$ cat config.mk
export PLATFORM = sky130hd
export DESIGN_NAME = chgctl_top
export DESIGN_NICKNAME = d
export VERILOG_FILES = /design/src/verilog/chgctl_pkg.sv /design/src/verilog/chgctl_top.sv
export SDC_FILE = /design/constraint.sdc
export NUM_CORES = 1
export LEC_CHECK = 0
export ABC_AREA = 1
export BUFFER_PORTS_ARGS = -buffer_cell sky130_fd_sc_hd__buf_4
export CAP_MARGIN = 25
export CORE_ASPECT_RATIO = 1.1
export CORE_MARGIN = 3
export CORE_UTILIZATION = 60
export DETAILED_ROUTE_END_ITERATION = 8
export GPL_ROUTABILITY_DRIVEN = 0
export GPL_TIMING_DRIVEN = 1
export HOLD_SLACK_MARGIN = 0.05
export PLACE_DENSITY = 0.82
export SKIP_CTS_REPAIR_TIMING = 1
export SYNTH_ARGS = -nofsm -noshare
export SYNTH_HDL_FRONTEND = slang
export SYNTH_SLANG_ARGS = --single-unit
export TNS_END_PERCENT = 1
$ cat constraint.sdc
create_clock -name clk_in -period 5.75 [get_ports clk_in]
set_input_delay 0.575 -clock clk_in [delete_from_list [all_inputs] [get_ports clk_in]]
set_output_delay 0.575 -clock clk_in [all_outputs]
set_load 0.05 [all_outputs]
$ cat src/verilog/chgctl_pkg.sv
// chgctl_pkg: shared constants and types for the charger path control block
package chgctl_pkg;
  // ==========================================================
  // register indices (plain port, one word each)
  localparam logic [3:0] ADDR_INLIM = 4'h0;
  localparam logic [3:0] ADDR_CHGCFG = 4'h1;
  localparam logic [3:0] ADDR_CHGCUR = 4'h2;
  localparam logic [3:0] ADDR_PRETRM = 4'h3;
  localparam logic [3:0] ADDR_CHGVOLT = 4'h4;
  localparam logic [3:0] ADDR_TIMER = 4'h5;
  localparam logic [3:0] ADDR_MISC = 4'h7;
  localparam logic [3:0] ADDR_STATUS = 4'h8;
  localparam logic [3:0] ADDR_FAULT = 4'h9;
  // ==========================================================
  // field positions
  localparam int CFG_LSB = 4;
  localparam int CFG_MSB = 5;
  localparam int BOOST_SEL_BIT = 0;
  localparam int MINSYS_LSB = 1;
  localparam int MINSYS_MSB = 3;
  localparam int FORCE_DET_BIT = 7;
  localparam int SWITCH_OFF_BIT = 5;
  localparam int RECHG_BIT = 0;
  localparam int LOWBAT_BIT = 1;
  localparam int SRC_LSB = 6;
  localparam int PHASE_LSB = 4;
  localparam int PGOOD_BIT = 2;
  localparam int PM_BIT = 3;
  localparam int MINREG_BIT = 0;
  localparam int BFAULT_BIT = 6;
  // ==========================================================
  // reset values
  localparam logic [7:0] INLIM_RST = 8'h30;
  localparam logic [7:0] CHGCFG_RST = 8'h1b;  // cfg 01, min sys 3.5 V
  localparam logic [7:0] CHGCUR_RST = 8'h60;  // 2.048 A
  localparam logic [7:0] PRETRM_RST = 8'h11;  // 256 mA / 256 mA
  localparam logic [7:0] CHGVOLT_RST = 8'hb2; // 4.208 V
  localparam logic [7:0] TIMER_RST = 8'h9a;   // eight-hour timer
  localparam logic [7:0] MISC_RST = 8'h4b;
  // ==========================================================
  // encodings
  localparam logic [1:0] CFG_DISABLE = 2'h0;
  localparam logic [1:0] CFG_CHARGE = 2'h1;
  localparam logic [1:0] CFG_BOOST = 2'h2;
  localparam logic [1:0] SRC_UNKNOWN = 2'h0;
  localparam logic [1:0] SRC_BOOST = 2'h3;
  localparam logic [1:0] PH_OFF = 2'h0;
  localparam logic [1:0] PH_PRE = 2'h1;
  localparam logic [1:0] PH_FAST = 2'h2;
  localparam logic [1:0] PH_DONE = 2'h3;
  localparam logic [2:0] EXTERNAL_LIMIT_PIN_100MA = 3'h0;
  // ==========================================================
  // timing
  localparam int CLK_MHZ = 100;
  localparam int BOOST_DLY_MS = 220;
  localparam int BOOST_DLY_CYC = BOOST_DLY_MS * 1000 * CLK_MHZ;
  localparam int INT_PULSE_CYC = 4;
  localparam int BLINK_CYC = 50000000;
  // ==========================================================
  // converter sequencing states
  typedef enum logic [2:0] {
    CHGCTL_IDLE = 3'b000,
    CHGCTL_DETECT = 3'b001,
    CHGCTL_BUCK = 3'b011,
    CHGCTL_BOOSTWAIT = 3'b010,
    CHGCTL_BOOST = 3'b110
  } chgctl_state_t;
endpackage : chgctl_pkg

$ cat src/verilog/chgctl_top.sv
// chgctl_top: power path, boost and charge cycle control with register port
`timescale 1ns/1ps
// What this block does
// - force-detection bit reruns detection, then self-clears.
// - limit set: converter on; battery switch off if charging disabled.
// - system below 2.2 V forces 100 mA, else lower of register and pin.
// - light load: pulse-frequency mode if battery below minimum or charge off.
// - boost needs battery ok, input low, pin high, config 10, 220 ms wait.
// - boost: source field 11; select bit picks current limit.
// - boost fault sets fault bit and raises interrupt.
// - minimum system voltage field programmable, default 3.5 V.
// - battery low, disabled or done: system 150 mV above minimum.
// - minimum-regulation bit follows minimum system regulation.
// - input over current or under voltage reduces charge current.
// - zero charge current, system below battery: battery switch on.
// - power-management bit high while either loop active.
// - supplement ends once battery below depletion threshold.
// - reset: 4.208 V, 2.048 A, 256 mA pre/term, eight-hour timer.
// - config 01 at reset: full charge cycle with no host access.
// - charge needs running, config 01, enable low, no faults, switch allowed.
// - cycle ends: current below termination, voltage above recharge.
// - done battery below recharge threshold restarts charging.
// - status pin low charging, high done or disabled, blinks on thermistor or safety timer fault.
// - phase: 00 off, 01 precharge, 10 fast or constant voltage, 11 done.
// - charge completion raises interrupt.
// - qualified source sets power-good bit and raises interrupt.
module chgctl_top #(
  parameter int BOOST_DLY = chgctl_pkg::BOOST_DLY_CYC,
  parameter int BLINK_HALF = chgctl_pkg::BLINK_CYC
) (
  // clock and reset
  input wire logic clk_in,
  input wire logic rstn_in,
  // register port
  input wire logic [3:0] addr_in,
  input wire logic [7:0] wdata_in,
  input wire logic wr_in,
  input wire logic rd_in,
  output logic [7:0] rdata_out,
  // analog comparators and pins
  input wire logic src_ok_in,
  input wire logic detect_done_in,
  input wire logic [1:0] detect_src_in,
  input wire logic [2:0] detect_lim_in,
  input wire logic [2:0] external_limit_pin_in,
  input wire logic sys_above_2v2_in,
  input wire logic light_load_in,
  input wire logic bat_below_minsys_in,
  input wire logic bat_above_lowbat_in,
  input wire logic vbus_below_sleep_in,
  input wire logic on_the_go_pin_in,
  input wire logic charge_en_n_in,
  input wire logic thermistor_fault_in,
  input wire logic safety_timer_fault_in,
  input wire logic boost_fault_in,
  input wire logic input_current_over_in,
  input wire logic input_voltage_under_in,
  input wire logic sys_below_bat_in,
  input wire logic bat_depleted_in,
  input wire logic bat_above_precharge_in,
  input wire logic chg_below_term_in,
  input wire logic bat_above_recharge_in,
  // power stage controls
  output logic high_side_switch_en_out,
  output logic low_side_switch_en_out,
  output logic battery_switch_on_out,
  output logic battery_switch_linear_out,
  output logic pfm_mode_out,
  output logic boost_mode_out,
  output logic boost_high_current_out,
  output logic [2:0] input_limit_out,
  output logic minsys_reg_out,
  output logic reduce_charge_out,
  output logic run_detect_out,
  // status pins
  output logic stat_out,
  output logic int_out
);
  logic [1:0] rst_sync_reg;
  logic rstn;
  chgctl_pkg::chgctl_state_t state_reg, state_next;
  logic [7:0] inlim_reg, cfg_reg, chgcur_reg, pretrm_reg, volt_reg, timer_reg, misc_reg;
  logic [7:0] rdata_reg;
  logic [31:0] boost_cnt_reg;
  logic [31:0] blink_cnt_reg;
  logic blink_reg;
  logic [1:0] phase_reg;
  logic [1:0] src_reg;
  logic pgood_reg, bfault_reg, supp_reg, charging_allowed;
  logic [2:0] int_cnt_reg;
  logic detect_done_ev, pgood_ev, bfault_ev, done_ev;
  logic boost_qual, chg_disabled, minsys_reg;

  function automatic logic [2:0] min3(input logic [2:0] a, input logic [2:0] b);
    min3 = (a < b) ? a : b;
  endfunction : min3

  // ==========================================================
  // reset release
  always_ff @(posedge clk_in or negedge rstn_in)
  begin
    if (!rstn_in)
      rst_sync_reg <= 2'h0;
    else
      rst_sync_reg <= {rst_sync_reg[0], 1'b1};
  end
  assign rstn = rst_sync_reg[1];

  // ==========================================================
  // registers
  assign detect_done_ev = (state_reg == chgctl_pkg::CHGCTL_DETECT) && detect_done_in;
  always_ff @(posedge clk_in or negedge rstn)
  begin
    if (!rstn)
    begin
      inlim_reg <= chgctl_pkg::INLIM_RST;
      cfg_reg <= chgctl_pkg::CHGCFG_RST;
      chgcur_reg <= chgctl_pkg::CHGCUR_RST;
      pretrm_reg <= chgctl_pkg::PRETRM_RST;
      volt_reg <= chgctl_pkg::CHGVOLT_RST;
      timer_reg <= chgctl_pkg::TIMER_RST;
      misc_reg <= chgctl_pkg::MISC_RST;
    end
    else
    begin
      if (wr_in)
      begin
        unique case (addr_in)
          chgctl_pkg::ADDR_INLIM: inlim_reg <= wdata_in;
          chgctl_pkg::ADDR_CHGCFG: cfg_reg <= wdata_in;
          chgctl_pkg::ADDR_CHGCUR: chgcur_reg <= wdata_in;
          chgctl_pkg::ADDR_PRETRM: pretrm_reg <= wdata_in;
          chgctl_pkg::ADDR_CHGVOLT: volt_reg <= wdata_in;
          chgctl_pkg::ADDR_TIMER: timer_reg <= wdata_in;
          chgctl_pkg::ADDR_MISC: misc_reg <= wdata_in;
          default: ;
        endcase
      end
      // self clear wins over a same-cycle write
      if (detect_done_ev)
        misc_reg[chgctl_pkg::FORCE_DET_BIT] <= 1'b0;
    end
  end

  always_ff @(posedge clk_in or negedge rstn)
  begin
    if (!rstn)
      rdata_reg <= 8'h00;
    else if (rd_in)
    begin
      unique case (addr_in)
        chgctl_pkg::ADDR_INLIM: rdata_reg <= inlim_reg;
        chgctl_pkg::ADDR_CHGCFG: rdata_reg <= cfg_reg;
        chgctl_pkg::ADDR_CHGCUR: rdata_reg <= chgcur_reg;
        chgctl_pkg::ADDR_PRETRM: rdata_reg <= pretrm_reg;
        chgctl_pkg::ADDR_CHGVOLT: rdata_reg <= volt_reg;
        chgctl_pkg::ADDR_TIMER: rdata_reg <= timer_reg;
        chgctl_pkg::ADDR_MISC: rdata_reg <= misc_reg;
        chgctl_pkg::ADDR_STATUS: rdata_reg <= {src_reg, phase_reg, reduce_charge_out,
                                               pgood_reg, 1'b0, minsys_reg_out};
        chgctl_pkg::ADDR_FAULT: rdata_reg <= {1'b0, bfault_reg, 6'h00};
        default: rdata_reg <= 8'h00;
      endcase
    end
    else
      rdata_reg <= 8'h00;
  end
  assign rdata_out = rdata_reg;

  // ==========================================================
  // converter sequencing
  assign boost_qual = bat_above_lowbat_in && vbus_below_sleep_in && on_the_go_pin_in
    && (cfg_reg[chgctl_pkg::CFG_MSB:chgctl_pkg::CFG_LSB] == chgctl_pkg::CFG_BOOST);

  always_comb
  begin
    state_next = state_reg;
    unique case (state_reg)
      chgctl_pkg::CHGCTL_IDLE:
        if (src_ok_in)
          state_next = chgctl_pkg::CHGCTL_DETECT;
        else if (boost_qual)
          state_next = chgctl_pkg::CHGCTL_BOOSTWAIT;
      chgctl_pkg::CHGCTL_DETECT:
        if (!src_ok_in)
          state_next = chgctl_pkg::CHGCTL_IDLE;
        else if (detect_done_in)
          state_next = chgctl_pkg::CHGCTL_BUCK;
      chgctl_pkg::CHGCTL_BUCK:
        if (!src_ok_in)
          state_next = chgctl_pkg::CHGCTL_IDLE;
        else if (misc_reg[chgctl_pkg::FORCE_DET_BIT])
          state_next = chgctl_pkg::CHGCTL_DETECT;
      chgctl_pkg::CHGCTL_BOOSTWAIT:
        if (!boost_qual)
          state_next = chgctl_pkg::CHGCTL_IDLE;
        else if (boost_cnt_reg >= 32'(BOOST_DLY - 1))
          state_next = chgctl_pkg::CHGCTL_BOOST;
      chgctl_pkg::CHGCTL_BOOST:
        if (!boost_qual || boost_fault_in)
          state_next = chgctl_pkg::CHGCTL_IDLE;
      default: state_next = chgctl_pkg::CHGCTL_IDLE;
    endcase
  end

  always_ff @(posedge clk_in or negedge rstn)
  begin
    if (!rstn)
      state_reg <= chgctl_pkg::CHGCTL_IDLE;
    else
      state_reg <= state_next;
  end

  always_ff @(posedge clk_in or negedge rstn)
  begin
    if (!rstn)
      boost_cnt_reg <= 32'h0;
    else if (state_reg == chgctl_pkg::CHGCTL_BOOSTWAIT && boost_qual)
      boost_cnt_reg <= boost_cnt_reg + 32'h1;
    else
      boost_cnt_reg <= 32'h0;
  end

  // ==========================================================
  // source status and faults
  assign pgood_ev = src_ok_in && !pgood_reg;
  assign bfault_ev = boost_fault_in && (state_reg == chgctl_pkg::CHGCTL_BOOST);
  always_ff @(posedge clk_in or negedge rstn)
  begin
    if (!rstn)
    begin
      pgood_reg <= 1'b0;
      bfault_reg <= 1'b0;
      src_reg <= chgctl_pkg::SRC_UNKNOWN;
      input_limit_out <= chgctl_pkg::EXTERNAL_LIMIT_PIN_100MA;
    end
    else
    begin
      pgood_reg <= src_ok_in;
      if (bfault_ev)
        bfault_reg <= 1'b1;
      else if (rd_in && addr_in == chgctl_pkg::ADDR_FAULT)
        bfault_reg <= 1'b0;
      if (state_next == chgctl_pkg::CHGCTL_BOOST)
        src_reg <= chgctl_pkg::SRC_BOOST;
      else if (detect_done_ev)
        src_reg <= detect_src_in;
      else if (!src_ok_in)
        src_reg <= chgctl_pkg::SRC_UNKNOWN;
      if (!sys_above_2v2_in)
        input_limit_out <= chgctl_pkg::EXTERNAL_LIMIT_PIN_100MA;
      else
        input_limit_out <= min3(inlim_reg[2:0], external_limit_pin_in);
    end
  end
  assign run_detect_out = (state_reg == chgctl_pkg::CHGCTL_DETECT);

  // ==========================================================
  // charge cycle
  assign chg_disabled = cfg_reg[chgctl_pkg::CFG_MSB:chgctl_pkg::CFG_LSB] != chgctl_pkg::CFG_CHARGE
    || charge_en_n_in || misc_reg[chgctl_pkg::SWITCH_OFF_BIT];
  assign charging_allowed = (state_reg == chgctl_pkg::CHGCTL_BUCK) && !chg_disabled
    && !thermistor_fault_in && !safety_timer_fault_in;
  assign done_ev = (phase_reg == chgctl_pkg::PH_FAST) && charging_allowed && chg_below_term_in
    && bat_above_recharge_in && !reduce_charge_out;
  always_ff @(posedge clk_in or negedge rstn)
  begin
    if (!rstn)
      phase_reg <= chgctl_pkg::PH_OFF;
    else if (!charging_allowed)
    begin
      if (phase_reg != chgctl_pkg::PH_DONE || chg_disabled)
        phase_reg <= chgctl_pkg::PH_OFF;
    end
    else
    begin
      unique case (phase_reg)
        chgctl_pkg::PH_OFF, chgctl_pkg::PH_PRE:
          phase_reg <= bat_above_precharge_in ? chgctl_pkg::PH_FAST : chgctl_pkg::PH_PRE;
        chgctl_pkg::PH_FAST:
          if (done_ev)
            phase_reg <= chgctl_pkg::PH_DONE;
        chgctl_pkg::PH_DONE:
          if (!bat_above_recharge_in)
            phase_reg <= chgctl_pkg::PH_PRE;
      endcase
    end
  end

  // ==========================================================
  // power path
  assign minsys_reg = bat_below_minsys_in || chg_disabled || phase_reg == chgctl_pkg::PH_DONE;
  assign reduce_charge_out = input_current_over_in || input_voltage_under_in;
  always_ff @(posedge clk_in or negedge rstn)
  begin
    if (!rstn)
      supp_reg <= 1'b0;
    else if (bat_depleted_in || misc_reg[chgctl_pkg::SWITCH_OFF_BIT])
      supp_reg <= 1'b0;
    else if (sys_below_bat_in && (reduce_charge_out || phase_reg != chgctl_pkg::PH_FAST))
      supp_reg <= 1'b1;
    else if (!sys_below_bat_in)
      supp_reg <= 1'b0;
  end
  assign high_side_switch_en_out = (state_reg == chgctl_pkg::CHGCTL_BUCK)
    || (state_reg == chgctl_pkg::CHGCTL_BOOST);
  assign low_side_switch_en_out = high_side_switch_en_out;
  assign battery_switch_on_out = (charging_allowed && phase_reg != chgctl_pkg::PH_DONE)
    || supp_reg || (state_reg == chgctl_pkg::CHGCTL_BOOST);
  assign battery_switch_linear_out = bat_below_minsys_in && battery_switch_on_out;
  assign minsys_reg_out = minsys_reg && (state_reg == chgctl_pkg::CHGCTL_BUCK);
  assign pfm_mode_out = light_load_in && (bat_below_minsys_in || chg_disabled);
  assign boost_mode_out = (state_reg == chgctl_pkg::CHGCTL_BOOST);
  assign boost_high_current_out = cfg_reg[chgctl_pkg::BOOST_SEL_BIT];

  // ==========================================================
  // status pin and interrupt
  always_ff @(posedge clk_in or negedge rstn)
  begin
    if (!rstn)
    begin
      blink_cnt_reg <= 32'h0;
      blink_reg <= 1'b0;
    end
    else if (blink_cnt_reg >= 32'(BLINK_HALF - 1))
    begin
      blink_cnt_reg <= 32'h0;
      blink_reg <= ~blink_reg;
    end
    else
      blink_cnt_reg <= blink_cnt_reg + 32'h1;
  end
  always_ff @(posedge clk_in or negedge rstn)
  begin
    if (!rstn)
      stat_out <= 1'b1;
    else if (thermistor_fault_in || safety_timer_fault_in)
      stat_out <= blink_reg;
    else
      stat_out <= !(phase_reg == chgctl_pkg::PH_PRE || phase_reg == chgctl_pkg::PH_FAST);
  end
  always_ff @(posedge clk_in or negedge rstn)
  begin
    if (!rstn)
      int_cnt_reg <= 3'h0;
    else if (pgood_ev || bfault_ev || done_ev)
      int_cnt_reg <= 3'(chgctl_pkg::INT_PULSE_CYC);
    else if (int_cnt_reg != 3'h0)
      int_cnt_reg <= int_cnt_reg - 3'h1;
  end
  assign int_out = (int_cnt_reg != 3'h0);
endmodule : chgctl_top

==> results.json <==
{
  "io_buffers": 62,
  "drc": 0,
  "cp-startpoint": "state_reg[2]",
  "critPathSlowestCell": "dfrtp_1",
  "synthMuxAreaShare_pct": 0,
  "highest_layer": "met4",
  "syn_area_um2": 7361,
  "setup_viol": 0,
  "die_w_um": 111.6,
  "routed_wl_um": 16900,
  "hold_viol": 0,
  "r2r_start": "blink_cnt_reg[0]",
  "area_growth_pct": 16.27,
  "synth_top_family_by_area": "simple AND/OR/NAND/NOR gates",
  "clock_skew_ns": 0.01660,
  "final_nets": 1014,
  "tightestPinTransition_ns": 0.7633,
  "dieArea_um2": 13630,
  "synth-adder-area-share_pct": 1.360,
  "slew_violations": 0,
  "start_kind": "register",
  "yosys.area_share.simple_pct": 27.96,
  "power.density_nw_per_um2": 301.2,
  "clock_latency_ns": 0.44,
  "met1_length_um": 7320,
  "fmax_mhz": 369.9,
  "avgSynthCellArea_um2": 8.299,
  "critPathMaxFanout": 6,
  "grt_overflow_total": 0,
  "ys_seq_area_share_pct": 50.71,
  "critPathCaptureType": "output pin",
  "synth.distinct_cells": 46,
  "nFillCells": 888,
  "first_global_vias": 5760,
  "yosys.area_share.xor_xnor_pct": 1.309,
  "status": "finished clean",
  "period_share_pct": 47.01,
  "max_slew_margin_pct": 49.12,
  "critPathMaxStageDelay_ns": 0.40,
  "synthCells": 887,
  "grt_pass1_wl_um": 27930,
  "drive_gt1_share_pct": 16.19,
  "path_buf_inv": 3,
  "grt_max_degree": 87,
  "hpwl_um": 11740,
  "ys_warn_count": 0,
  "fin_crit_ns": 2.703,
  "vdd_drop_max_v": 0.0002153,
  "detail_route.vias_per_cell": 5.559,
  "tritoncts": "done",
  "min_path_type": "in2reg",
  "core_area_um2": 11750,
  "rsz0062_at_grt": "no",
  "track_usage_pct": 25.92,
  "finish.utilization_pct": 72.85,
  "crit_type": "reg2out",
  "p_leak_nw": 3.968,
  "dr_wl_met3_um": 1184,
  "drv_cap": 0,
  "vias": 6259,
  "clock-sinks": 148,
  "critPathTopFamily": "simple AND/OR/NAND/NOR gates",
  "dieHeight_um": 122.2,
  "fin_total_pwr_mw": 2.577,
  "io_pins": 66,
  "synth-seq-cells": 148,
  "wl_per_cell_um": 15.00,
  "synth_edf_count": 0,
  "initial_utilization_pct": 62.66,
  "clockRootBuffer": "clkbuf_16",
  "clk_pin_slew_worst_paths_ns": 0.06,
  "drt_first_iter_violations": 565,
  "critPathRequiredTime_ns": 5.18,
  "met2_length_um": 7974,
  "antenna_found_initial": 0,
  "cts_buffers": 17,
  "synth-compound-area-share_pct": 11.85,
  "rows": 41,
  "worstHoldStart": "src_ok_in",
  "crit_chain": "inv_1 > nand3_1 > nor2_1 > inv_1 > nor2_1 > nand2_1 > a31oi_1 > buf_4",
  "ant_nets": 0,
  "ys_async_sr_fraction_pct": 100.0,
  "diodes": 0,
  "tns_ns": 0,
  "clock_path_buffers": 2,
  "cts-htree-levels": 4,
  "first_pass_iters": 7,
  "synthFlopType": "dfrtp_1",
  "crit_arrival_ns": 2.13
}
## cells in the final DEF (no fill, tap or decap), types with 3 or more instances in the layout
master and count:
a211oi_1 8, a21oi_1 40, a221oi_1 4, a31oi_1 6, buf_4 63, clkbuf_16 17
clkinv_2 3, clkinv_4 6, clkinvlp_4 3, conb_1 7, dfrtp_1 124, dfstp_2 23
ha_1 8, inv_1 109, inv_2 4, nand2_1 219, nand2_2 6, nand3_1 39
nand3_2 5, nand3b_1 5, nand4_1 17, nor2_1 93, nor2_2 3, nor2_4 6
nor3_1 24, nor3_4 5, nor4_1 4, o21a_1 4, o21ai_0 78, o21ai_1 4
xnor2_1 3, xor2_1 8
## kinds of logic (layout without fill, tap and decap cells)
| kind of cell | Yosys count | count (layout) |
|---|---|---|
| AOI/OAI and AO/OA | 155 | 155 |
| xor gates and xnor gates | 11 | 11 |
| adders and majority gates | 8 | 8 |
| buffers and inverters | 126 | 210 |
| DFF | 148 | 148 |
| other | 2 | 7 |
| and+or+nand+nor | 437 | 437 |
## synth_stat cells, drive strengths merged, types with 6 or more instances
master    n  share of area, %
nand2   226                12
dfrtp   125                42
inv     113               5.8
nor2    102               5.9
o21ai    82               5.6
nand3    45               3.6
a21oi    41               2.8
nor3     29               2.7
dfstp    23               8.2
nand4    19               2.0
a211oi    8              0.82
buf       8              0.70
ha        8               1.4
xor2      8              0.95
a31oi     6              0.51
nor4      6              0.92
## cell type report
cell class / count / area (um^2) / share of cell area [%]
sequential: 148 / 3736 / 43.65
multi-input combinational: 618 / 3153 / 36.84
timing repair buffer: 65 / 510.5 / 5.965
clock buffer: 18 / 439.2 / 5.132
inverter: 113 / 424.2 / 4.956
tap: 150 / 187.7 / 2.193
clock inverter: 14 / 107.6 / 1.257
## path summary, 6_finish.rpt
kind	slack, ns	end	depth (start not counted)
setup / recovery	3.05	battery_switch_linear_out	8
hold / removal	0.29	pgood_reg	1
setup reg to reg	3.31	blink_cnt_reg[19]	10
hold reg to reg	0.35	rst_sync_reg[1]	0
max in group asynchronous	4.22	stat_out	2
min in group asynchronous	0.41	boost_cnt_reg[11]	0
## layer usage
| layer | vias up | global-route usage [%] |
|---|---|---|
| met3 | 36 | 4.769 |
| li1 | 3059 | - |
| met5 | - | 0 |
| met1 | 2916 | 35.75 |
| met2 | 248 | 40.95 |
| met4 | 0 | 10.65 |
## power breakdown
part | internal (mW) | leakage [nW] | switching (mW) | total (mW)
clock | 0.565 | 0.263 | 0.444 | 1.01
sequential | 1.18 | 1.90 | 0.0711 | 1.25
combinational | 0.117 | 1.80 | 0.204 | 0.321
total | 1.86 | 3.97 | 0.719 | 2.58
## through the flow
stage               hold WS (ns)  setup WS [ns]  instance area [um^2]  instances
global route              0.2900          2.865                  8558       1126
finish                    0.2872          3.047                  8558       1126
floorplan                 0.2794          1.361                  7380        892
CTS                     -0.09477          3.056                  8521       1124
detailed placement        0.3405          3.288                  7974       1092
global placement          0.3360          3.291                  7974       1092
## worst register-to-register path: stages, from the launching register on
cell	delay, ns
dfrtp_1	0.38
ha_1	0.18
nand2_1	0.09
nor2_1	0.13
nand4_1	0.10
a31oi_1	0.22
nand2_1	0.09
nand2_1	0.55
inv_1	0.33
o21ai_0	0.18
nor2_1	0.07
Note: power is estimated with default switching activity, not from simulation.
